--- config.mk ---
export PLATFORM = sky130hd
export DESIGN_NAME = lmlf_ctrl
export DESIGN_NICKNAME = d
export VERILOG_FILES = /design/src/lmlf_pkg.sv /design/src/lmlf_ctrl.sv /design/src/lmlf_frame_tick.sv /design/src/lmlf_meter.sv
export SDC_FILE = /design/constraint.sdc
export NUM_CORES = 1
export LEC_CHECK = 0
export BUFFER_PORTS_ARGS = -buffer_cell sky130_fd_sc_hd__buf_2
export CORE_UTILIZATION = 57
export DETAILED_ROUTE_END_ITERATION = 7
export GPL_ROUTABILITY_DRIVEN = 0
export PLACE_DENSITY = 0.8
export SYNTH_ARGS = -nofsm -noshare
export SYNTH_HDL_FRONTEND = slang
export SYNTH_SLANG_ARGS = --single-unit
export TNS_END_PERCENT = 10
--- constraint.sdc ---
create_clock -name ref_clk_i -period 7.1 [get_ports ref_clk_i]
set_input_delay 0 -clock ref_clk_i [delete_from_list [all_inputs] [get_ports ref_clk_i]]
set_output_delay 0 -clock ref_clk_i [all_outputs]
set_load 0.005 [all_outputs]
--- src/lmlf_pkg.sv ---
// lmlf_pkg: constants for the level meter, loopback and filter control bank
// assumes one 200 MHz clock and a byte-wide serial control command port
package lmlf_pkg;
  // command byte layout
  localparam int unsigned CMD_WR_BIT  = 7;
  localparam int unsigned CODE_W      = 7;
  localparam int unsigned BYTE_W      = 8;
  // register codes (command byte without the write bit)
  localparam logic [6:0] CODE_COEF    = 7'h00;
  localparam logic [6:0] CODE_LOCAL   = 7'h01;
  localparam logic [6:0] CODE_RES_LO  = 7'h31;
  localparam logic [6:0] CODE_RES_HI  = 7'h32;
  localparam logic [6:0] CODE_COUNT   = 7'h33;
  localparam logic [6:0] CODE_MODE    = 7'h34;
  localparam logic [6:0] CODE_GLOBAL  = 7'h35;
  // reset values
  localparam logic [7:0] RST_COEF     = 8'h08;
  localparam logic [7:0] RST_ZERO     = 8'h00;
  // mode register fields
  localparam int unsigned MODE_ON_BIT  = 3;
  localparam int unsigned MODE_LIN_BIT = 2;
  localparam int unsigned MODE_CH_LSB  = 0;
  localparam int unsigned MODE_W       = 4;
  // global register fields
  localparam int unsigned GLB_PD_BIT   = 5;
  localparam int unsigned GLB_LOOP_W   = 5;
  // local register fields
  localparam int unsigned LCL_IE_LSB   = 3;
  localparam int unsigned LCL_LOOP_W   = 3;
  localparam int unsigned IE_W         = 5;
  // ready flag position in the result low byte
  localparam int unsigned RDY_BIT      = 0;
  // channel and signalling layout
  localparam int unsigned NUM_CH       = 4;
  localparam int unsigned CH_W         = 2;
  localparam int unsigned SB_PINS      = 3;
  localparam int unsigned PCM_W        = 16;
  // timing
  localparam int unsigned FRAME_PERIOD_NS = 125000;
  localparam int unsigned CLK_PERIOD_NS   = 5;
  localparam int unsigned FRAME_CYCLES    = FRAME_PERIOD_NS / CLK_PERIOD_NS;
endpackage

--- src/lmlf_ctrl.sv ---
// lmlf_ctrl: control bank for level meter, loopbacks and filter enables
// assumes command strobes synchronous to ref_clk_i, one byte pair each
module lmlf_ctrl #(
  parameter int unsigned FRAME_CYCLES = lmlf_pkg::FRAME_CYCLES
) (
  input  wire logic                                     ref_clk_i,
  input  wire logic                                     rst_i,
  input  wire logic                                     cmd_stb_i,
  input  wire logic [7:0]                               cmd_i,
  input  wire logic [7:0]                               wdata_i,
  input  wire logic [lmlf_pkg::CH_W-1:0]                chan_sel_i,
  input  wire logic [lmlf_pkg::NUM_CH*lmlf_pkg::PCM_W-1:0] pcm_data_i,
  input  wire logic [lmlf_pkg::NUM_CH*lmlf_pkg::IE_W-1:0]  sig_in_i,
  input  wire logic [lmlf_pkg::NUM_CH*lmlf_pkg::SB_PINS-1:0] sb_is_out_i,
  output logic      [7:0]                               rdata_o,
  output logic                                          rvalid_o,
  output logic      [lmlf_pkg::NUM_CH*8-1:0]            coef_en_o,
  output logic      [lmlf_pkg::NUM_CH*lmlf_pkg::LCL_LOOP_W-1:0] lcl_loop_o,
  output logic      [lmlf_pkg::GLB_LOOP_W-1:0]          glb_loop_o,
  output logic                                          synth_power_down_o,
  output logic      [lmlf_pkg::NUM_CH-1:0]              input_change_irq_o
);
  import lmlf_pkg::*;

  initial begin
    if (FRAME_CYCLES < 2) $error("frame period too short");
  end

  // command decode
  logic             is_wr;
  logic [6:0]       code;
  logic             hi_read;

  assign is_wr   = cmd_i[CMD_WR_BIT];
  assign code    = cmd_i[CODE_W-1:0];
  assign hi_read = cmd_stb_i && !is_wr && code == CODE_RES_HI;

  function automatic logic wr_hit(input logic [6:0] c);
    wr_hit = cmd_stb_i && is_wr && code == c;
  endfunction

  // software-visible shadows
  logic [7:0]        coef_sh_ff [NUM_CH];
  logic [7:0]        lcl_sh_ff  [NUM_CH];
  logic [7:0]        count_ff;
  logic [MODE_W-1:0] mode_ff;
  logic [5:0]        glb_sh_ff;

  always_ff @(posedge ref_clk_i or posedge rst_i) begin
    if (rst_i) begin
      for (int c = 0; c < NUM_CH; c++) begin
        coef_sh_ff[c] <= RST_COEF;
        lcl_sh_ff[c]  <= RST_ZERO;
      end
    end else if (wr_hit(CODE_COEF)) begin
      coef_sh_ff[chan_sel_i] <= wdata_i;
    end else if (wr_hit(CODE_LOCAL)) begin
      lcl_sh_ff[chan_sel_i] <= wdata_i;
    end
  end

  always_ff @(posedge ref_clk_i or posedge rst_i) begin
    if (rst_i) begin
      count_ff  <= RST_ZERO;
      mode_ff   <= '0;
      glb_sh_ff <= '0;
    end else begin
      if (wr_hit(CODE_COUNT)) begin
        count_ff <= wdata_i;
      end
      if (wr_hit(CODE_MODE)) begin
        mode_ff <= wdata_i[MODE_W-1:0];
      end
      if (wr_hit(CODE_GLOBAL)) begin
        glb_sh_ff <= wdata_i[5:0];
      end
    end
  end

  // power-down acts at once: it is what stops the frame clock itself
  always_ff @(posedge ref_clk_i or posedge rst_i) begin
    if (rst_i) begin
      synth_power_down_o <= 1'b0;
    end else begin
      synth_power_down_o <= glb_sh_ff[GLB_PD_BIT];
    end
  end

  // frame enable
  logic frame_tick;

  lmlf_frame_tick #(
    .CYCLES (FRAME_CYCLES)
  ) u_tick (
    .ref_clk_i (ref_clk_i),
    .rst_i     (rst_i),
    .halt_i    (synth_power_down_o),
    .tick_o    (frame_tick)
  );

  // enables applied only on a frame boundary, never mid-sample
  always_ff @(posedge ref_clk_i or posedge rst_i) begin
    if (rst_i) begin
      for (int c = 0; c < NUM_CH; c++) begin
        coef_en_o[c*8 +: 8]                   <= RST_COEF;
        lcl_loop_o[c*LCL_LOOP_W +: LCL_LOOP_W] <= '0;
      end
      glb_loop_o <= '0;
    end else if (frame_tick) begin
      for (int c = 0; c < NUM_CH; c++) begin
        coef_en_o[c*8 +: 8] <= coef_sh_ff[c];
        lcl_loop_o[c*LCL_LOOP_W +: LCL_LOOP_W] <=
          lcl_sh_ff[c][LCL_LOOP_W-1:0];
      end
      glb_loop_o <= glb_sh_ff[GLB_LOOP_W-1:0];
    end
  end

  // level meter on the selected channel
  logic [PCM_W-1:0] sel_sample;
  logic [PCM_W-1:0] res_val;
  logic             res_done;
  logic             rdy_ff;

  assign sel_sample = pcm_data_i[mode_ff[MODE_CH_LSB +: CH_W]*PCM_W +: PCM_W];

  lmlf_meter u_meter (
    .ref_clk_i (ref_clk_i),
    .rst_i     (rst_i),
    .tick_i    (frame_tick),
    .on_i      (mode_ff[MODE_ON_BIT]),
    .lin_i     (mode_ff[MODE_LIN_BIT]),
    .count_i   (count_ff),
    .sample_i  (sel_sample),
    .result_o  (res_val),
    .done_o    (res_done)
  );

  // a result landing with the high-byte read wins over the clear
  always_ff @(posedge ref_clk_i or posedge rst_i) begin
    if (rst_i) begin
      rdy_ff <= 1'b0;
    end else if (res_done) begin
      rdy_ff <= 1'b1;
    end else if (hi_read) begin
      rdy_ff <= 1'b0;
    end
  end

  // read path
  logic [7:0] nxt_rdata;

  always_comb begin
    unique case (code)
      CODE_COEF:   nxt_rdata = coef_sh_ff[chan_sel_i];
      CODE_LOCAL:  nxt_rdata = lcl_sh_ff[chan_sel_i];
      CODE_RES_LO: nxt_rdata = {res_val[7:1], rdy_ff};
      CODE_RES_HI: nxt_rdata = res_val[15:8];
      CODE_COUNT:  nxt_rdata = count_ff;
      CODE_MODE:   nxt_rdata = {4'h0, mode_ff};
      CODE_GLOBAL: nxt_rdata = {2'h0, glb_sh_ff};
      default:     nxt_rdata = RST_ZERO;
    endcase
  end

  always_ff @(posedge ref_clk_i or posedge rst_i) begin
    if (rst_i) begin
      rdata_o  <= RST_ZERO;
      rvalid_o <= 1'b0;
    end else begin
      rvalid_o <= cmd_stb_i && !is_wr;
      if (cmd_stb_i && !is_wr) begin
        rdata_o <= nxt_rdata;
      end
    end
  end

  // input-change interrupts
  logic [NUM_CH*IE_W-1:0] sig_prev_ff;
  logic [NUM_CH-1:0]      nxt_irq;

  always_comb begin
    for (int c = 0; c < NUM_CH; c++) begin
      logic [IE_W-1:0] chg;
      logic [IE_W-1:0] usable;
      chg    = sig_in_i[c*IE_W +: IE_W] ^ sig_prev_ff[c*IE_W +: IE_W];
      // sense inputs always count, sideband pins only as inputs
      usable = {~sb_is_out_i[c*SB_PINS +: SB_PINS], 2'b11};
      nxt_irq[c] = |(chg & usable & lcl_sh_ff[c][LCL_IE_LSB +: IE_W]);
    end
  end

  always_ff @(posedge ref_clk_i or posedge rst_i) begin
    if (rst_i) begin
      sig_prev_ff        <= '0;
      input_change_irq_o <= '0;
    end else begin
      sig_prev_ff        <= sig_in_i;
      input_change_irq_o <= nxt_irq;
    end
  end

  property p_rdy_clear;
    @(posedge ref_clk_i) disable iff (rst_i)
      hi_read && !res_done |=> !rdy_ff;
  endproperty
  a_rdy_clear: assert property (p_rdy_clear)
    else $error("ready bit survived high byte read");

  property p_rdy_set;
    @(posedge ref_clk_i) disable iff (rst_i)
      res_done |=> rdy_ff;
  endproperty
  a_rdy_set: assert property (p_rdy_set)
    else $error("ready bit missed a finished result");

  property p_hold_between;
    @(posedge ref_clk_i) disable iff (rst_i)
      !frame_tick |=> $stable(glb_loop_o) && $stable(coef_en_o);
  endproperty
  a_hold_between: assert property (p_hold_between)
    else $error("enables changed off a frame boundary");

  property p_apply;
    @(posedge ref_clk_i) disable iff (rst_i)
      frame_tick |=> glb_loop_o == $past(glb_sh_ff[GLB_LOOP_W-1:0]);
  endproperty
  a_apply: assert property (p_apply)
    else $error("global loopbacks not applied at frame");

  property p_irq_gate;
    @(posedge ref_clk_i) disable iff (rst_i)
      lcl_sh_ff[0][LCL_IE_LSB +: IE_W] == '0 |=> !input_change_irq_o[0];
  endproperty
  a_irq_gate: assert property (p_irq_gate)
    else $error("interrupt raised with enables clear");

  property p_sb_out_quiet;
    @(posedge ref_clk_i) disable iff (rst_i)
      sb_is_out_i[0] &&
      (sig_in_i[IE_W-1:0] ^ sig_prev_ff[IE_W-1:0]) == 5'h04 |=>
        !input_change_irq_o[0];
  endproperty
  a_sb_out_quiet: assert property (p_sb_out_quiet)
    else $error("output sideband pin raised interrupt");

  property p_read_back;
    @(posedge ref_clk_i) disable iff (rst_i)
      wr_hit(CODE_COUNT) ##1 !wr_hit(CODE_COUNT) ##1
        cmd_stb_i && cmd_i == {1'b0, CODE_COUNT} |=>
        rvalid_o && rdata_o == $past(wdata_i, 3);
  endproperty
  a_read_back: assert property (p_read_back)
    else $error("count register read back wrong");

  property p_hi_ro;
    @(posedge ref_clk_i) disable iff (rst_i)
      wr_hit(CODE_RES_HI) && !frame_tick |=> $stable(res_val);
  endproperty
  a_hi_ro: assert property (p_hi_ro)
    else $error("write altered read-only result");

  property p_pd_follow;
    @(posedge ref_clk_i) disable iff (rst_i)
      wr_hit(CODE_GLOBAL) |=> ##1 synth_power_down_o ==
        $past(wdata_i[GLB_PD_BIT], 2);
  endproperty
  a_pd_follow: assert property (p_pd_follow)
    else $error("power-down output not following register");

  // a tick already launched may still land in the first halted cycle
  property p_pd_freeze;
    @(posedge ref_clk_i) disable iff (rst_i)
      synth_power_down_o && $past(synth_power_down_o) |=>
        $stable(glb_loop_o) && $stable(coef_en_o);
  endproperty
  a_pd_freeze: assert property (p_pd_freeze)
    else $error("enables applied while synthesiser powered down");

  property p_lcl_hold;
    @(posedge ref_clk_i) disable iff (rst_i)
      !frame_tick |=> $stable(lcl_loop_o);
  endproperty
  a_lcl_hold: assert property (p_lcl_hold)
    else $error("local loopbacks changed off a frame boundary");

  property p_coef_apply;
    @(posedge ref_clk_i) disable iff (rst_i)
      frame_tick |=> coef_en_o[BYTE_W-1:0] == $past(coef_sh_ff[0]);
  endproperty
  a_coef_apply: assert property (p_coef_apply)
    else $error("coefficient enables not applied at frame");

  property p_lcl_apply;
    @(posedge ref_clk_i) disable iff (rst_i)
      frame_tick |=> lcl_loop_o[LCL_LOOP_W-1:0] ==
        $past(lcl_sh_ff[0][LCL_LOOP_W-1:0]);
  endproperty
  a_lcl_apply: assert property (p_lcl_apply)
    else $error("local loopbacks not applied at frame");

  property p_irq_sense;
    @(posedge ref_clk_i) disable iff (rst_i)
      lcl_sh_ff[0][LCL_IE_LSB] && sig_in_i[0] != sig_prev_ff[0] |=>
        input_change_irq_o[0];
  endproperty
  a_irq_sense: assert property (p_irq_sense)
    else $error("enabled sense input change gave no interrupt");

  property p_lo_ready;
    @(posedge ref_clk_i) disable iff (rst_i)
      cmd_stb_i && !is_wr && code == CODE_RES_LO |=>
        rdata_o[RDY_BIT] == $past(rdy_ff);
  endproperty
  a_lo_ready: assert property (p_lo_ready)
    else $error("low byte read did not carry ready bit");

  property p_rvalid_read;
    @(posedge ref_clk_i) disable iff (rst_i)
      cmd_stb_i && !is_wr |=> rvalid_o;
  endproperty
  a_rvalid_read: assert property (p_rvalid_read)
    else $error("read command not answered");

  property p_rvalid_quiet;
    @(posedge ref_clk_i) disable iff (rst_i)
      !cmd_stb_i || is_wr |=> !rvalid_o;
  endproperty
  a_rvalid_quiet: assert property (p_rvalid_quiet)
    else $error("read valid without a read command");
endmodule

--- src/lmlf_frame_tick.sv ---
// lmlf_frame_tick: one-cycle frame enable every frame period
// assumes halt_i is a registered level from the control bank
module lmlf_frame_tick #(
  parameter int unsigned CYCLES = lmlf_pkg::FRAME_CYCLES
) (
  input  wire logic ref_clk_i,
  input  wire logic rst_i,
  input  wire logic halt_i,
  output logic      tick_o
);
  import lmlf_pkg::*;

  localparam int unsigned CNT_W = $clog2(CYCLES);

  logic [CNT_W-1:0] cnt_ff;

  initial begin
    if (CYCLES < 2) $error("frame tick needs at least two cycles");
  end

  // a halted synthesiser freezes the frame count where it stands
  always_ff @(posedge ref_clk_i or posedge rst_i) begin
    if (rst_i) begin
      cnt_ff <= '0;
      tick_o <= 1'b0;
    end else if (halt_i) begin
      tick_o <= 1'b0;
    end else if (cnt_ff == CNT_W'(CYCLES - 1)) begin
      cnt_ff <= '0;
      tick_o <= 1'b1;
    end else begin
      cnt_ff <= cnt_ff + CNT_W'(1);
      tick_o <= 1'b0;
    end
  end

  property p_halt_no_tick;
    @(posedge ref_clk_i) disable iff (rst_i)
      halt_i |=> !tick_o;
  endproperty
  a_halt_no_tick: assert property (p_halt_no_tick)
    else $error("frame tick while synthesiser powered down");
endmodule

--- src/lmlf_meter.sv ---
// lmlf_meter: level meter, peak magnitude of one channel over N frames in linear mode with a nonzero count
// assumes tick_i is the frame enable and sample_i is stable at the tick
module lmlf_meter (
  input  wire logic                       ref_clk_i,
  input  wire logic                       rst_i,
  input  wire logic                       tick_i,
  input  wire logic                       on_i,
  input  wire logic                       lin_i,
  input  wire logic [7:0]                 count_i,
  input  wire logic [lmlf_pkg::PCM_W-1:0] sample_i,
  output logic      [lmlf_pkg::PCM_W-1:0] result_o,
  output logic                            done_o
);
  import lmlf_pkg::*;

  logic [7:0]       frames_ff;
  logic [PCM_W-1:0] peak_ff;
  logic [PCM_W-1:0] mag;
  logic [PCM_W-1:0] nxt_peak;

  function automatic logic [PCM_W-1:0] magnitude(input logic [PCM_W-1:0] s);
    magnitude = s[PCM_W-1] ? PCM_W'(-s) : s;
  endfunction

  assign mag      = magnitude(sample_i);
  assign nxt_peak = (mag > peak_ff) ? mag : peak_ff;

  always_ff @(posedge ref_clk_i or posedge rst_i) begin
    if (rst_i) begin
      frames_ff <= '0;
      peak_ff   <= '0;
      result_o  <= '0;
      done_o    <= 1'b0;
    end else begin
      done_o <= 1'b0;
      if (!on_i) begin
        // held result, window restarts when switched back on
        frames_ff <= '0;
        peak_ff   <= '0;
      end else if (tick_i) begin
        if (!lin_i) begin
          result_o <= {sample_i[7:0], RST_ZERO};
          done_o   <= 1'b1;
        end else if (count_i == 8'h00) begin
          result_o <= sample_i;
          done_o   <= 1'b1;
        end else if (frames_ff + 8'h01 == count_i) begin
          result_o  <= nxt_peak;
          done_o    <= 1'b1;
          frames_ff <= '0;
          peak_ff   <= '0;
        end else begin
          frames_ff <= frames_ff + 8'h01;
          peak_ff   <= nxt_peak;
        end
      end
    end
  end

  property p_off_hold;
    @(posedge ref_clk_i) disable iff (rst_i)
      !on_i |=> $stable(result_o) && !done_o;
  endproperty
  a_off_hold: assert property (p_off_hold)
    else $error("meter result moved while meter off");

  property p_comp_pass;
    @(posedge ref_clk_i) disable iff (rst_i)
      tick_i && on_i && !lin_i |=>
        done_o && result_o[15:8] == $past(sample_i[7:0]);
  endproperty
  a_comp_pass: assert property (p_comp_pass)
    else $error("compressed sample not passed to high byte");

  property p_direct;
    @(posedge ref_clk_i) disable iff (rst_i)
      tick_i && on_i && lin_i && count_i == 8'h00 |=>
        done_o && result_o == $past(sample_i);
  endproperty
  a_direct: assert property (p_direct)
    else $error("zero count did not pass sample directly");
endmodule

---- Word-level counts from Yosys, hierarchy flattened ----
Cells that the tools add are included.
storage, ports and cells
  register bits ........................... 223
  bits in latches ......................... 0
  memory bits (writable) .................. 0
  bits in read-only memories .............. 0
  input port bits ......................... 117
  output and inout port bits .............. 63
  logic and storage cells ................. 119
  memories ................................ 0
operators by class
  add/sub/neg operators ................... 3
  multiply operators ...................... 0
  divide/modulo/power cells ............... 0
  order comparisons ....................... 3
  equality and inequality tests ........... 12
  shifts and indexed selects .............. 1
  muxes and demuxes ....................... 36
  bitwise gates (word level) .............. 18
  reduce and logical (&&, ||, !) cells .... 20
operator list
  kind                     count
  $mux W16                 10
  $mux W8                  10
  $bwmux W32               2
  $shiftx A64 B7 Y16       1
  $pmux W8 S7              1
  $and A5 B5 Y5            8
  $eq A7 B6 Y1 const B     5
  $bmux W8 S2              2
  $reduce_or A5 Y1         4
  $xor A5 B5 Y5            4
  $demux W8 S2             1
  $gt A16 B16 Y1           1
  $neg A16 Y16             1
  $add A15 B1 Y15 const B  1
  $eq A15 B15 Y1 const B   1
  $mux W15                 1
  $not A3 Y3               4
  $logic_and A1 B1 Y1      9
  $mux W1                  9
  $add A8 B1 Y8 const B    1
  $eq A8 B8 Y1             1
  $logic_not A8 Y1         1
  $eq A7 B1 Y1 const B     1
  $logic_not A7 Y1         1
  other kinds (11)         13

---- Depth between registers and ports, before layout ----
  depth after elaboration ................. 10
  gate-level depth with buffers ........... 18
  gate-level depth less buffers ........... 15

---- Modules after synthesis ----
Synthesis repeated with hierarchy kept, for this count alone.
second synthesis, totals
  cells, all modules ...................... 902
  area total of the unflattened synthesis .. 11303.3 µm²
by module, submodules not included
  module           instances  cells an instance  area an instance (µm²)  sequential area each (µm²)
  lmlf_ctrl        1          500                7579.8                  4164.0
  lmlf_meter       1          330                2917.8                  1026.0
  lmlf_frame_tick  1          72                 805.8                   400.4

---- Least setup slack after synthesis ----
OpenSTA, ideal clock, no wires.
  kind .................................... flip-flop to flip-flop
  from .................................... register mode_ff[1]
  to ...................................... register u_meter.peak_ff[1]
  setup time .............................. 0.121 ns
  arrival time ............................ 4.269 ns
  required time ........................... 6.979 ns
  setup slack ............................. 2.710 ns
  cell stages (with the launch flop) ...... 18
  period minus slack after synthesis ...... 4.390 ns
  cell sequence ........................... dfrtp_1 > clkbuf_1 > buf_1 > mux4_2 > nor4_2 > nand3b_1 > o21ai_1 > xnor2_1 > ha_1 > nand4_1 > nor4_1 > a21bo_2 > and3_1 > clkbuf_1 > nor2_8 > o21ai_1 > buf_2 > a22o_1
on the way
  word-level cells in the longest chain between the ends .. 10
ends and longest elaborated chain
  element                 line              RTL
  start, declared         lmlf_ctrl.sv:46   logic [MODE_W-1:0] mode_ff;
  start signal, assigned  lmlf_ctrl.sv:72   mode_ff <= wdata_i[MODE_W-1:0];
  $shiftx A64 B7 Y16 *    lmlf_ctrl.sv:125  assign sel_sample = pcm_data_i[mode_ff[MODE_CH_LSB +: CH_W]*PCM_W +: PCM_W];
  $neg A16 Y16            lmlf_meter.sv:22  magnitude = s[PCM_W-1] ? PCM_W'(-s) : s;
  $mux W16 *              lmlf_meter.sv:22
  $gt A16 B16 Y1          lmlf_meter.sv:26  assign nxt_peak = (mag > peak_ff) ? mag : peak_ff;
  $mux W16 *              lmlf_meter.sv:26
  $mux W16 *              lmlf_meter.sv:47  end else if (frames_ff + 8'h01 == count_i) begin
  $mux W16 *              lmlf_meter.sv:44  end else if (count_i == 8'h00) begin
  $mux W16 *              lmlf_meter.sv:41  if (!lin_i) begin
  $mux W16 *              lmlf_meter.sv:40  end else if (tick_i) begin
  $mux W16 *              lmlf_meter.sv:36  if (!on_i) begin
  end signal, assigned    lmlf_meter.sv:54  peak_ff <= nxt_peak;
  end, declared           lmlf_meter.sv:17  logic [PCM_W-1:0] peak_ff;
Mark *: on every way between the ends. The rest lies on a longest branch, timed or not. The select of a mux whose other input is x is not followed.
A chain may end at the register's enable or synchronous reset.

---- Worst setup path after layout ----
  from .................................... register mode_ff[0]
  to ...................................... register u_meter.peak_ff[0]
The elaborated chain is that of the path after synthesis.

==> flow_summary.json <==
{
  "drv_cap": 0,
  "synth_cell_types": 71,
  "synth.net_count": 1031,
  "p_leak_uw": 0.00644,
  "worst_ep_arrival_time_ns": 6.55,
  "drcViolationCount": 0,
  "antenna_found_initial": 1,
  "grtUsageTotal_pct": 29.1,
  "htreeDepth": 1,
  "finalHoldViolCount": 0,
  "final_nets": 1233,
  "synth_edf_count": 0,
  "syn_inst": 895,
  "critPathTopFamily": "simple AND/OR/NAND/NOR gates",
  "finClkSkew_ns": 0.0219,
  "powerDensity_nw_per_um2": 220,
  "vias": 8389,
  "vias_per_cell": 6.10,
  "hold_class": "in2reg",
  "start_kind": "register",
  "cts_tree": "done",
  "synth_area_leaders": "dfrtp_1 (48%), mux2_2 (14%), mux4_2 (5.5%)",
  "fill_cells": 1322,
  "async_flop_share_pct": 100,
  "cts_root_buf": "clkbuf_16",
  "end_kind": "register",
  "firstDrtPassIters": 5,
  "yosysTopAreaCellShare_pct": 48.2,
  "ioPinCount": 180,
  "drv_slew": 0,
  "die_h_um": 142,
  "clkTransAtPathRegs_ns": 0.06,
  "critPathMaxStageDelay_ns": 0.96,
  "timing.final.crit_share_pct": 85.9,
  "cts.sinks": 222,
  "syn_area_per_cell_um2": 12.4,
  "max-clock-path-buffers": 3,
  "required_ns": 7.55,
  "drtIter0Drc": 850,
  "num_rows": 50,
  "stdcell_count": 1376,
  "synth_largest_area_cell": "dfrtp_1",
  "crit_path_cell_trace": "mux4_1, nor3_1, nand2_2, o31a_1, xnor2_2, inv_1, ha_1, nand4_1, nor4_1, a21bo_2, nand3_1, nand2_1, nor3_2, a22o_1",
  "critPathKind": "reg2reg",
  "relSlewSlack_pct": 16.9,
  "holdWs_ns": 0.0478,
  "routed_wirelength_mm": 28.7,
  "status": "completed",
  "path_buf_inv": 1,
  "max_freq_ghz": 0.164,
  "cp_max_fo": 19,
  "die_x_um": 142,
  "hpwl_mm": 20.0,
  "cpMaxStageDelayCell": "dfrtp_1",
  "synthToLayoutAreaGrowth_pct": 20.1,
  "cts_buffers": 24,
  "place_inst": 1294,
  "ir_worst_vdd_uv": 175,
  "dominantRegCellSynth": "dfrtp_1",
  "ant_nets": 0,
  "wl_per_cell_um": 20.8,
  "clk_latency_ns": 0.54,
  "grt_max_degree": 103,
  "port_buffers": 179,
  "synth_seq_cells": 222,
  "final_layout_size_suffix_gt1_share_pct": 36.6,
  "initial_core_util_pct": 58.8,
  "setup_viol": 0,
  "setup_tns_ns": 0,
  "rsz0062_at_grt": "false",
  "worstMarginPinSlew_ns": 1.24,
  "seq_area_frac_synth_pct": 50.1,
  "die_area_um2": 20100,
  "core_um2": 18900,
  "finalCriticalPeriod_ns": 6.10,
  "synth_area_um2": 11100,
  "grt_pass1_vias": 8489,
  "grt_overflow": 0,
  "grt_pass1_wl_mm": 45.4,
  "synth_warnings": 0
}
[what timing repair did]
action / in CTS / in global routing
buffers inserted: 0 / 0
hold endpoints to repair: 198 / 0
hold buffers: 37 / 0
resized for setup: 0 / 0
[per-layer routing]
metal	GRT usage (%)	vias up	part of all wire (%)
met5	0	-	0
met1	39.7	4187	42
met4	11.3	0	3.8
met3	5.43	89	6.6
li1	-	3751	-
met2	46.4	362	47
[power by group]
group | internal [µW] | switching (µW) | total [µW] | leakage, µW
clock | 712 | 513 | 1220 | 0.000381
combinational | 147 | 205 | 352 | 0.00308
sequential | 1310 | 46.2 | 1360 | 0.00298
total | 2170 | 764 | 2930 | 0.00644
[through the flow]
stage / util, % / area [µm²] / worst slack, ns / total power, µW
floorplan: - / 11100 / 1.04 / 1590
global placement: 64.5 / 12200 / 1.41 / 1700
detailed placement: 64.5 / 12200 / 1.19 / 1700
CTS: 70.6 / 13300 / 1.15 / 2940
global route: 70.6 / 13300 / 0.671 / 3040
finish: 70.6 / 13300 / 0.999 / 2930
[sequential cells by signal, indices dropped and copies added (netlist names)]
signal and flops:
sig_prev_ff 20, lcl_sh_ff 32, u_meter.result_o 15, lcl_loop_o 12, glb_loop_o 5, coef_sh_ff 32, input_change_irq_o 4, u_meter.frames_ff 8
synth_power_down_o 1, mode_ff 4, rvalid_o 1, rdy_ff 1, u_tick.tick_o 1, u_meter.done_o 1, u_tick.cnt_ff 15, rdata_o 8
coef_en_o 32, u_meter.peak_ff 16, count_ff 8, glb_sh_ff 6
[final timing paths]
path / startpoint / cells after the start / endpoint / slack (ns)
worst min register to register: glb_sh_ff[5] / 0 / synth_power_down_o / 0.43
min in group asynchronous: rst_i / 3 / lcl_sh_ff[27] / 0.11
worst max register to register: mode_ff[0] / 14 / u_meter.peak_ff[0] / 1.0
max in group asynchronous: rst_i / 4 / coef_sh_ff[31] / 5.66
worst min-delay path: pcm_data_i[32] / 3 / u_meter.peak_ff[0] / 0.05
worst max-delay path: mode_ff[0] / 14 / u_meter.peak_ff[0] / 1.0
[worst register-to-register path: cells and delay by family, from the launching register on]
kind                     cells  cell delay [ns]
AO/OA/AOI/OAI                3             0.91
AND/OR/NAND/NOR              7             2.76
adder cells (fa/ha/maj)      1             0.31
XOR/XNOR                     1             0.21
multiplexers                 1             0.77
buffers and inverters        1             0.11
flip-flops                   1             0.96
[cells by family after synthesis]
| kind of cell | synth area share (%) |
|---|---|
| buf+inv | 2.81 |
| mux | 20.3 |
| flops | 50.1 |
| compound gates | 10.8 |
| simple gates | 9.77 |
| xor+xnor | 4.17 |
| fa+ha+maj | 2.14 |
[final cells by class]
cell class	count	area [µm²]	share of cell area, %
Clock buffer	37	689	5.17
Antenna cell	1	2.50	0.0188
Timing Repair Buffer	222	1310	9.83
Clock inverter	7	92.6	0.694
Inverter	31	124	0.928
Tap cell	260	325	2.44
Sequential cell	222	5570	41.7
Multi-Input combinational cell	596	5230	39.2
[cells in the final DEF (no fill, tap or decap), types with 24 or more instances in the layout]
cell type      Yosys  routed
a21oi_1           24      24
a22o_1            28      28
buf_2              7     179
clkbuf_16          0      24
dfrtp_1          214     213
dlygate4sd3_1      0      37
inv_1             31      30
mux2_2           134     134
mux4_2            27      27
nand2_1           55      55
xor2_1            32      32
[Yosys cell counts, types with 5 or more instances]
library cell and count:
o22ai_1 7, and4_1 5, or3_1 5, a22o_1 28, clkbuf_1 32, mux2_2 134, nand3_1 15, nand4_1 12
mux4_2 27, nor2b_1 11, a21oi_1 24, dfrtp_1 214, nand2_1 55, and2_1 7, a31oi_1 15, a222oi_1 8
inv_1 31, xor2_1 32, a21o_1 6, nand3b_1 11, ha_1 19, xnor2_1 19, nor4_1 11, nor3_1 11
o21ai_0 22, dfstp_2 8, o21ai_1 5, nor2_1 22, buf_2 7
Power figures use the tool's default switching activity.
